**src/include/sector_guard_pkg.sv**
```systemverilog
// Purpose: constants and types for the rf sector password guard
// Assumes: four sectors, three 32-bit passwords, 512-byte i2c user area
// Notes: offsets are block indices of the password system area
package sector_guard_pkg;
    localparam int unsigned NUM_SECTORS = 4;
    localparam int unsigned NUM_PASSWORDS = 3;
    localparam logic [1:0] OFS_GUARD_WORD = 2'h0;
    localparam logic [1:0] OFS_PASSWORD_ONE = 2'h1;
    localparam logic [1:0] OFS_PASSWORD_TWO = 2'h2;
    localparam logic [1:0] OFS_PASSWORD_THREE = 2'h3;
    localparam logic [7:0] GUARD_BYTE_RESET = 8'h00;
    localparam logic [31:0] PASSWORD_RESET = 32'h0000_0000;
    localparam int unsigned LOCK_BIT = 0;
    localparam int unsigned PROT_LSB = 1;
    localparam int unsigned SEL_LSB = 3;
    localparam logic [7:0] GUARD_USED_MASK = 8'h1f;
    localparam int unsigned SECTOR_BYTES = 128;
    localparam int unsigned SECTOR_SHIFT = 7;
    localparam int unsigned SECTOR_BLOCK_SHIFT = 5;
    localparam logic [1:0] PROT_RO_NOPW = 2'h0;
    localparam logic [1:0] PROT_OPEN = 2'h1;
    localparam logic [1:0] PROT_PW_RW = 2'h2;
    localparam logic [1:0] PROT_PW_RO = 2'h3;
    localparam logic [1:0] SEL_NONE = 2'h0;

    typedef enum logic [2:0] {
        RF_NONE = 3'b000,
        RF_READ = 3'b001,
        RF_WRITE = 3'b010,
        RF_LOCK = 3'b011,
        RF_PW_WRITE = 3'b100,
        RF_PW_PRESENT = 3'b101
    } rf_cmd_t;

    typedef struct packed {
        logic valid;
        rf_cmd_t cmd;
        logic [6:0] block;
        logic [1:0] sel;
        logic [3:0] lock_bits;
        logic option;
        logic [31:0] data;
    } rf_req_t;

    typedef struct packed {
        logic valid;
        logic ok;
        logic read_ok;
        logic write_ok;
        logic with_guard;
        logic [7:0] guard;
    } rf_rsp_t;

    typedef struct packed {
        logic valid;
        logic write;
        logic area_select_bit;
        logic [8:0] addr;
        logic [7:0] wdata;
        logic pw_ok;
    } i2c_req_t;

    typedef struct packed {
        logic valid;
        logic ok;
        logic write_ok;
        logic [7:0] rdata;
    } i2c_rsp_t;
endpackage : sector_guard_pkg

```
**src/rtl/rf_sector_password_guard.sv**
```systemverilog
// Purpose: rf/i2c access decisions for a four-sector password-guarded tag
// Assumes: command decoders upstream deliver one-cycle request strobes
// Notes: memory array itself lives outside; this block only decides
//
// Summary of operation
// - guard byte: lock, protect code, password selector
// - all guard bytes zero at delivery
// - option flag read returns guard byte
// - unlocked sector allows read and write
// - locked sector access follows protect code table
// - selector picks none, password one, two, three
// - three passwords at block addresses one to three
// - password write stores value, active after write
// - password change needs prior valid present
// - passwords start all zero and active
// - lock writes bits four to one, sets lock
// - lock of locked sector returns error
// - correct present grants linked sectors rights
// - wrong present withdraws all granted rights
// - i2c reads guard area freely, writes need password
// - i2c guard write reinitialises rf access
// - each i2c sector spans 128 bytes
`timescale 1ns/1ps
`default_nettype none
module rf_sector_password_guard (
    input wire logic i_mclk,
    input wire logic i_resetn,
    input wire logic i_ce,
    input wire sector_guard_pkg::rf_req_t i_rf_req,
    input wire sector_guard_pkg::i2c_req_t i_i2c_req,
    output var sector_guard_pkg::rf_rsp_t o_rf_rsp,
    output var sector_guard_pkg::i2c_rsp_t o_i2c_rsp,
    output logic [31:0] o_guard_word
);
    import sector_guard_pkg::*;

    logic [7:0] guard [NUM_SECTORS];
    logic [31:0] password [NUM_PASSWORDS];
    logic [NUM_PASSWORDS-1:0] granted;

    // sector access by protect code, lock and presented state
    function automatic logic [1:0] access_rw(input logic [7:0] g,
                                             input logic [2:0] gr);
        logic [1:0] sel;
        logic pres;
        logic [1:0] prot;
        sel = g[SEL_LSB +: 2];
        prot = g[PROT_LSB +: 2];
        pres = (sel != SEL_NONE) && gr[sel - 2'h1];
        if (!g[LOCK_BIT]) begin
            access_rw = 2'b11;
        end else if (pres) begin
            access_rw = (prot == PROT_PW_RO) ? 2'b10 : 2'b11;
        end else if (prot == PROT_RO_NOPW) begin
            access_rw = 2'b10;
        end else if (prot == PROT_OPEN) begin
            access_rw = 2'b11;
        end else begin
            access_rw = 2'b00;
        end
    endfunction : access_rw

    wire rf_go = i_ce && i_rf_req.valid;
    wire [1:0] rf_sector = i_rf_req.block[6:SECTOR_BLOCK_SHIFT];
    wire [7:0] rf_guard = guard[rf_sector];
    wire [1:0] rf_acc = access_rw(rf_guard, granted);
    wire rf_pw_block = (i_rf_req.block[6:2] == 5'h00) &&
                       (i_rf_req.block[1:0] != OFS_GUARD_WORD);
    wire [1:0] rf_pw_idx = i_rf_req.block[1:0] - 2'h1;
    wire rf_pw_hit = rf_pw_block &&
                     (i_rf_req.data == password[rf_pw_idx]);
    wire rf_lock_ok = !guard[i_rf_req.sel][LOCK_BIT];
    wire rf_pw_wr_ok = rf_pw_block && granted[rf_pw_idx];
    wire [1:0] i2c_sector = i_i2c_req.addr[8:SECTOR_SHIFT];
    wire [1:0] i2c_acc = access_rw(guard[i2c_sector], granted);
    wire i2c_go = i_ce && i_i2c_req.valid;
    wire i2c_guard_area = i_i2c_req.area_select_bit &&
                          (i_i2c_req.addr[8:2] == 7'h00);
    wire i2c_guard_wr = i2c_go && i_i2c_req.write && i2c_guard_area &&
                        i_i2c_req.pw_ok;
    wire [7:0] i2c_guard_rd = guard[i_i2c_req.addr[1:0]];
    wire [1:0] i2c_byte = i_i2c_req.addr[1:0];
    // only a same-sector clash drops the lock; other sectors lock as asked
    wire lock_clash = i2c_guard_wr && (i2c_byte == i_rf_req.sel);
    wire rf_lock_go = rf_go && i_rf_req.cmd == RF_LOCK && rf_lock_ok &&
                      !lock_clash;

    logic rf_ok;
    always_comb begin
        rf_ok = 1'b0;
        case (i_rf_req.cmd)
            RF_READ: rf_ok = rf_acc[1];
            RF_WRITE: rf_ok = rf_acc[0];
            RF_LOCK: rf_ok = rf_lock_ok && !lock_clash;
            RF_PW_WRITE: rf_ok = rf_pw_wr_ok;
            RF_PW_PRESENT: rf_ok = rf_pw_hit;
            default: rf_ok = 1'b0;
        endcase
    end

    // guard bytes: i2c write and rf lock in one place, no double driver
    always_ff @(posedge i_mclk or negedge i_resetn) begin
        if (!i_resetn) begin
            for (int s = 0; s < NUM_SECTORS; s++) begin
                guard[s] <= GUARD_BYTE_RESET;
            end
        end else begin
            for (int s = 0; s < NUM_SECTORS; s++) begin
                // new byte takes effect for rf decisions from the next cycle
                if (i2c_guard_wr && i2c_byte == 2'(s)) begin
                    guard[s] <= i_i2c_req.wdata &
                                GUARD_USED_MASK;
                end else if (rf_lock_go && i_rf_req.sel == 2'(s)) begin
                    guard[s] <= {3'h0, i_rf_req.lock_bits,
                                 1'b1};
                end
            end
        end
    end

    always_ff @(posedge i_mclk or negedge i_resetn) begin
        if (!i_resetn) begin
            for (int p = 0; p < NUM_PASSWORDS; p++) begin
                password[p] <= PASSWORD_RESET;
            end
        end else if (rf_go && i_rf_req.cmd == RF_PW_WRITE && rf_pw_wr_ok) begin
            password[rf_pw_idx] <= i_rf_req.data;
        end
    end

    // rights are volatile; reset models power loss
    always_ff @(posedge i_mclk or negedge i_resetn) begin
        if (!i_resetn) begin
            granted <= 3'h0;
        end else if (rf_go && i_rf_req.cmd == RF_PW_PRESENT) begin
            if (rf_pw_hit) begin
                granted <= 3'h1 << rf_pw_idx;
            end else begin
                granted <= 3'h0;
            end
        end
    end

    always_ff @(posedge i_mclk or negedge i_resetn) begin
        if (!i_resetn) begin
            o_rf_rsp <= '0;
        end else if (i_ce) begin
            o_rf_rsp.valid <= i_rf_req.valid;
            o_rf_rsp.ok <= rf_ok;
            o_rf_rsp.read_ok <= rf_acc[1];
            o_rf_rsp.write_ok <= rf_acc[0];
            o_rf_rsp.with_guard <= i_rf_req.cmd == RF_READ &&
                                   i_rf_req.option;
            o_rf_rsp.guard <= rf_guard;
        end
    end

    always_ff @(posedge i_mclk or negedge i_resetn) begin
        if (!i_resetn) begin
            o_i2c_rsp <= '0;
        end else if (i_ce) begin
            o_i2c_rsp.valid <= i_i2c_req.valid;
            o_i2c_rsp.ok <= !i_i2c_req.write || !i2c_guard_area ||
                            i_i2c_req.pw_ok;
            o_i2c_rsp.write_ok <= i2c_acc[0];
            o_i2c_rsp.rdata <= i2c_guard_area ? i2c_guard_rd : 8'h00;
        end
    end

    always_ff @(posedge i_mclk or negedge i_resetn) begin
        if (!i_resetn) begin
            o_guard_word <= 32'h0000_0000;
        end else if (i_ce) begin
            o_guard_word <= {guard[3], guard[2], guard[1], guard[0]};
        end
    end

    a_unlock_open: assert property (
        @(posedge i_mclk) disable iff (!i_resetn)
        rf_go && !rf_guard[LOCK_BIT]
        |=> o_rf_rsp.read_ok && o_rf_rsp.write_ok)
        else $error("unlocked sector not open");
    a_prot_none: assert property (
        @(posedge i_mclk) disable iff (!i_resetn)
        rf_go && rf_guard[LOCK_BIT] && rf_guard[SEL_LSB +: 2] == SEL_NONE &&
        rf_guard[2] |=> !o_rf_rsp.read_ok)
        else $error("protected sector readable");
    a_pw_ro: assert property (
        @(posedge i_mclk) disable iff (!i_resetn)
        rf_go && rf_guard[LOCK_BIT] && rf_guard[PROT_LSB +: 2] == PROT_PW_RO
        |=> !o_rf_rsp.write_ok)
        else $error("read-only sector writable");
    a_pw_select: assert property (
        @(posedge i_mclk) disable iff (!i_resetn)
        rf_go && rf_guard[LOCK_BIT] && rf_guard[SEL_LSB +: 2] == SEL_NONE &&
        rf_guard[PROT_LSB +: 2] == PROT_RO_NOPW
        |=> o_rf_rsp.read_ok && !o_rf_rsp.write_ok)
        else $error("unlinked sector access wrong");
    a_guard_echo: assert property (
        @(posedge i_mclk) disable iff (!i_resetn)
        rf_go && i_rf_req.cmd == RF_READ && i_rf_req.option
        |=> o_rf_rsp.with_guard && o_rf_rsp.guard == $past(rf_guard))
        else $error("guard byte not returned");
    a_rsp_valid: assert property ( // answer one cycle on
        @(posedge i_mclk) disable iff (!i_resetn)
        rf_go |=> o_rf_rsp.valid)
        else $error("rf answer missing");
    a_lock_sets: assert property (
        @(posedge i_mclk) disable iff (!i_resetn)
        rf_go && i_rf_req.cmd == RF_LOCK && rf_lock_ok && !i2c_guard_wr
        |=> guard[$past(i_rf_req.sel)][LOCK_BIT])
        else $error("lock bit not set");
    a_lock_value: assert property (
        @(posedge i_mclk) disable iff (!i_resetn)
        rf_go && i_rf_req.cmd == RF_LOCK && rf_lock_ok && !i2c_guard_wr
        |=> guard[$past(i_rf_req.sel)] ==
            {3'h0, $past(i_rf_req.lock_bits), 1'b1})
        else $error("lock byte wrong");
    a_lock_err: assert property (
        @(posedge i_mclk) disable iff (!i_resetn)
        rf_go && i_rf_req.cmd == RF_LOCK && !rf_lock_ok
        |=> !o_rf_rsp.ok)
        else $error("relock not refused");
    a_bad_present: assert property (
        @(posedge i_mclk) disable iff (!i_resetn)
        rf_go && i_rf_req.cmd == RF_PW_PRESENT && !rf_pw_hit
        |=> granted == 3'h0)
        else $error("rights kept after bad password");
    a_good_present: assert property (
        @(posedge i_mclk) disable iff (!i_resetn)
        rf_go && i_rf_req.cmd == RF_PW_PRESENT && rf_pw_hit
        |=> granted != 3'h0)
        else $error("rights not granted");
    a_one_right: assert property (
        @(posedge i_mclk) disable iff (!i_resetn)
        rf_go && i_rf_req.cmd == RF_PW_PRESENT && rf_pw_hit
        |=> $onehot(granted))
        else $error("more than one password granted");
    a_pw_block: assert property (
        @(posedge i_mclk) disable iff (!i_resetn)
        rf_go && i_rf_req.cmd == RF_PW_PRESENT && !rf_pw_block
        |=> !o_rf_rsp.ok && granted == 3'h0)
        else $error("present outside password blocks accepted");
    a_pw_guarded: assert property (
        @(posedge i_mclk) disable iff (!i_resetn)
        rf_go && i_rf_req.cmd == RF_PW_WRITE && rf_pw_block &&
        !granted[rf_pw_idx]
        |=> password[$past(rf_pw_idx)] == $past(password[rf_pw_idx]))
        else $error("password changed without present");
    a_pw_refused: assert property (
        @(posedge i_mclk) disable iff (!i_resetn)
        rf_go && i_rf_req.cmd == RF_PW_WRITE && !rf_pw_wr_ok
        |=> !o_rf_rsp.ok)
        else $error("password write not refused");
    a_pw_stored: assert property (
        @(posedge i_mclk) disable iff (!i_resetn)
        rf_go && i_rf_req.cmd == RF_PW_WRITE && rf_pw_wr_ok
        |=> password[$past(rf_pw_idx)] == $past(i_rf_req.data))
        else $error("password not stored");
    a_i2c_nowr: assert property (
        @(posedge i_mclk) disable iff (!i_resetn)
        i2c_go && i_i2c_req.write && i2c_guard_area && !i_i2c_req.pw_ok
        |=> !o_i2c_rsp.ok)
        else $error("i2c guard write without password");
    a_i2c_rdfree: assert property (
        @(posedge i_mclk) disable iff (!i_resetn)
        i2c_go && !i_i2c_req.write && i2c_guard_area
        |=> o_i2c_rsp.ok && o_i2c_rsp.rdata == $past(i2c_guard_rd))
        else $error("i2c guard read refused");
    a_i2c_area: assert property (
        @(posedge i_mclk) disable iff (!i_resetn)
        i2c_go && !i_i2c_req.area_select_bit
        |=> o_i2c_rsp.rdata == 8'h00)
        else $error("guard byte outside its area");
    a_i2c_lands: assert property (
        @(posedge i_mclk) disable iff (!i_resetn)
        i2c_guard_wr
        |=> guard[$past(i2c_byte)] == ($past(i_i2c_req.wdata) &
            GUARD_USED_MASK))
        else $error("i2c guard write lost");
    a_sector_map: assert property (
        @(posedge i_mclk) disable iff (!i_resetn)
        i2c_go && !guard[i_i2c_req.addr[8:7]][LOCK_BIT]
        |=> o_i2c_rsp.write_ok)
        else $error("unlocked i2c sector not writable");
    a_ce_freeze: assert property ( // clock enable low holds guard word, rights and rf answer
        @(posedge i_mclk) disable iff (!i_resetn)
        !i_ce |=> $stable(o_guard_word) && $stable(granted) &&
        $stable(o_rf_rsp))
        else $error("state moved while disabled");
    a_reset_none: assert property (
        @(posedge i_mclk) disable iff (!i_resetn)
        $rose(i_resetn) |-> granted == 3'h0)
        else $error("rights present after power-up");
    a_guard_top: assert property (
        @(posedge i_mclk) disable iff (!i_resetn)
        o_guard_word[31:29] == 3'h0 && o_guard_word[7:5] == 3'h0)
        else $error("reserved guard bits set");

    c_lock: cover property (@(posedge i_mclk) disable iff (!i_resetn)
        rf_go && i_rf_req.cmd == RF_LOCK && rf_lock_ok);
    c_present: cover property (@(posedge i_mclk) disable iff (!i_resetn)
        rf_go && i_rf_req.cmd == RF_PW_PRESENT && rf_pw_hit);
    c_pwwrite: cover property (@(posedge i_mclk) disable iff (!i_resetn)
        rf_go && i_rf_req.cmd == RF_PW_WRITE && rf_pw_wr_ok);
    c_i2cwr: cover property (@(posedge i_mclk) disable iff (!i_resetn)
        i2c_guard_wr);
    c_relock: cover property (@(posedge i_mclk) disable iff (!i_resetn)
        rf_go && i_rf_req.cmd == RF_LOCK && !rf_lock_ok);
endmodule : rf_sector_password_guard
`default_nettype wire

```
**config.mk**
```make
export PLATFORM = sky130hd
export DESIGN_NAME = rf_sector_password_guard
export DESIGN_NICKNAME = d
export VERILOG_FILES = /design/src/include/sector_guard_pkg.sv /design/src/rtl/rf_sector_password_guard.sv
export SDC_FILE = /design/constraint.sdc
export NUM_CORES = 1
export LEC_CHECK = 0
export BUFFER_PORTS_ARGS = -buffer_cell sky130_fd_sc_hd__buf_2
export CAP_MARGIN = 5
export CORE_MARGIN = 2
export CORE_UTILIZATION = 50
export CTS_CLUSTER_DIAMETER = 30
export DETAILED_ROUTE_END_ITERATION = 10
export PLACE_DENSITY = 0.79
export RECOVER_POWER = 25
export SYNTH_ARGS = -nofsm -noshare
export SYNTH_HDL_FRONTEND = slang
export SYNTH_SLANG_ARGS = --single-unit
```
**constraint.sdc**
```tcl
create_clock -name i_mclk -period 2.3 [get_ports i_mclk]
set_clock_uncertainty 0.05 [all_clocks]
set_input_delay 0.23 -clock i_mclk [delete_from_list [all_inputs] [get_ports i_mclk]]
set_output_delay 0.23 -clock i_mclk [all_outputs]
set_load 0.01 [all_outputs]
```
==> results.cfg <==
[worst_setup_path]
path_class = reg -> reg
worstPathArrival_ns = 2.81
reg2reg_slack_ns = -0.26
crit_path_start_kind = flop
end_kind = flop
reg2reg_to = o_rf_rsp[11]
crit_slowest_cell = mux4_2
crit_fanout = 3
crit_path_cell_trace = mux4_2 -> inv_2 -> ha_4 -> mux2_2 -> nand2_2 -> a21oi_4 -> a21oi_2 -> nor3_1 -> o221a_2 -> a221o_1
cp.required_ns = 2.55
r2r_cells = 10
slowest_delay_ns = 0.52
r2r_start = guard[4]

[place]
hpwlAfterDp_mm = 15.0
io_buffers = 108
finalWeightedCongestion = 0.919

[routing]
vias_per_cell = 5.94
vias = 6650
first_iter_violations = 576
avgRoutedWirePerCell_um = 20.4
routed_wl_mm = 22.8
ant_nets = 0
drc = 0
drt_pass1_iterations = 6

[synthesis]
synth_top_area_share = 0.467
synth.distinct_cells = 59
ys_warn_count = 0
synth_edf_count = 0
ys.flop_type = dfrtp_1
synth_largest_area_cell = dfrtp_1
synth_area_sq_um = 8420
syn_area_per_cell_sq_um = 11.7
syn_inst = 722
seq_area_frac_synth = 0.467
synthArstFlopShare = 1.00
ys_seq_elements = 157
yosys-top-cells-area = dfrtp_1 47%, mux2_2 18%, mux2i_1 4.2%

[pwr]
peakVddDrop_v = 0.000572
p_leak_nw = 5.10
power_mw = 6.77
p_per_area_nw_per_um2 = 644

[timing]
fin_crit_sh = 1.11
max_slew.worst_pin.slew_ns = 1.65
maxSlewViolCount = 59
max_freq_mhz = 391
setup_ws_ns = -0.260
hold-worst-slack_ns = 0.0159
rsz0062_at_grt = yes
setup_violations = 19
slew_headroom = -0.103
hold_viol = 0
finalCriticalPeriod_ns = 2.56

[global_route]
use_met1 = 0.319
grt_pass1_vias = 6671
grt_max_degree = 62
globalRouteOverflowTotal = 0
grt_most_used_layer = met2
gr-usage-met3 = 0.0689
grt_util_all_layers = 0.254
met2_usage = 0.415
antenna_found_initial = 1
grt_pass1_wl_mm = 35.2

[job]
maxCapViolations = 1

[cells_and_area]
area_delta_synth_final_pct = 24.8
layout-drive-gt1-share = 0.454
layout_commonest_cell = dfrtp_1
nNetsFinal = 966
final_cell_mix = 157 x dfrtp_1, 135 x mux2_2, 106 x buf_2

[clocking]
clkSinkCount = 157
cts_root_buffer = clkbuf_16
htree_levels = 4
clk_latency_ns = 0.42
clk_path_buf_depth = 2
tritoncts = built
clk_pin_slew_ns = 0.06
numCtsBuffers = 17

[die]
start_util = 0.510
die-area_sq_um = 17900
io_pins = 130
design.core.area_sq_um = 16500
rows = 47
die_w_um = 134
die_h_um = 134

[worst_hold_path]
min-delay-start = i_i2c_req[20]
holdPathStages = 2
whs_endpoint = o_i2c_rsp[10]
hold_class = in -> reg

[outcome]
failed_checks = max-capacitance violations, max-slew violations, negative setup slack
outcome = finished, violations left
==> cell usage after synthesis, types with 10 or more instances <==
cell type and n:
o22ai_1 12, o21ai_0 32, dfrtp_1 157, mux4_2 14, nand2_1 42, nor3_1 10, a21oi_1 19, mux2i_1 35
nor2_1 35, mux2_2 136, buf_2 12, xnor2_1 11, inv_1 27, clkbuf_1 16, nand3_1 12, buf_4 21
==> power by group <==
| group | switching (mW) | internal (mW) | total (mW) | leakage (nW) |
|---|---|---|---|---|
| sequential | 0.0910 | 2.88 | 2.98 | 2.13 |
| combinational | 0.592 | 0.498 | 1.09 | 2.69 |
| clock | 1.16 | 1.55 | 2.71 | 0.273 |
| total | 1.84 | 4.94 | 6.77 | 5.10 |
==> worst max-delay path by stage <==
stage	from	end	slack, ns	cells past startpoint
after floorplan	i_rf_req[44]	o_rf_rsp[11]	-0.21	11
after global placement	i_rf_req[39]	granted[0]	-0.53	12
after detailed placement	i_rf_req[39]	granted[1]	-0.64	12
after CTS	guard[11]	o_rf_rsp[11]	-0.22	10
after global routing	guard[4]	o_rf_rsp[11]	-0.32	10
final	guard[4]	o_rf_rsp[11]	-0.26	10
==> cells by family (layout without fill, tap and decap cells) <==
family                     after synthesis  after routing  synth area share
muxes                                  185            185             0.261
and+or+nand+nor                        141            141            0.0898
AOI/OAI and AO/OA                      129            129             0.104
DFF                                    157            157             0.467
other                                    1             19          0.000445
adders and majority gates                6              6           0.00892
buffers and inverters                   86            246            0.0513
xor gates and xnor gates                17             17            0.0177
==> layout make-up <==
class / instances / area (sq um)
Sequential cell: 157 / 3930
Clock inverter: 12 / 111
Clock buffer: 20 / 457
Fill cell: 1235 / 6010
Inverter: 27 / 105
Tap cell: 220 / 275
Antenna cell: 1 / 2.50
Timing Repair Buffer: 187 / 1310
Multi-Input combinational cell: 496 / 4330
==> critical path, delay by kind of cell (launching register included) <==
kind	cells	cell delay, ns
compound gates	4	0.73
fa+ha+maj	1	0.20
buf+inv	1	0.09
flops	1	0.40
mux	2	0.80
simple gates	2	0.15
==> flip-flops by register name, summed over array words and instances, names as in the netlist <==
name	count
o_i2c_rsp	8
o_rf_rsp	10
guard	20
password	96
o_guard_word	20
granted	3
==> routing by layer <==
metal	vias up	routed length, um
li1	2966	-
met1	3253	9090
met2	329	11000
met3	100	1750
met4	2	927
met5	-	11
==> through the flow <==
stage	utilization	cells	setup slack [ns]	area [sq um]	TNS, ns
after floorplan	-	739	-0.209	8610	-0.868
after global placement	0.578	1067	-0.531	9560	-28.78
after detailed placement	0.578	1067	-0.641	9560	-33.17
after CTS	0.625	1109	-0.222	10300	-0.522
after global routing	0.636	1119	-0.320	10500	-3.04
final	0.636	1120	-0.260	10500	-1.40
==> timing repair <==
action | 4_1_cts | 5_1_grt
resized for setup | 24 | 30
endpoints found under the setup margin | 8 | 17
setup buffers | 8 | 10
pin swaps | 16 | 19
endpoints found under the hold margin | 59 | 0
hold buffers | 2 | 0
(Power assumes the default switching activity.)
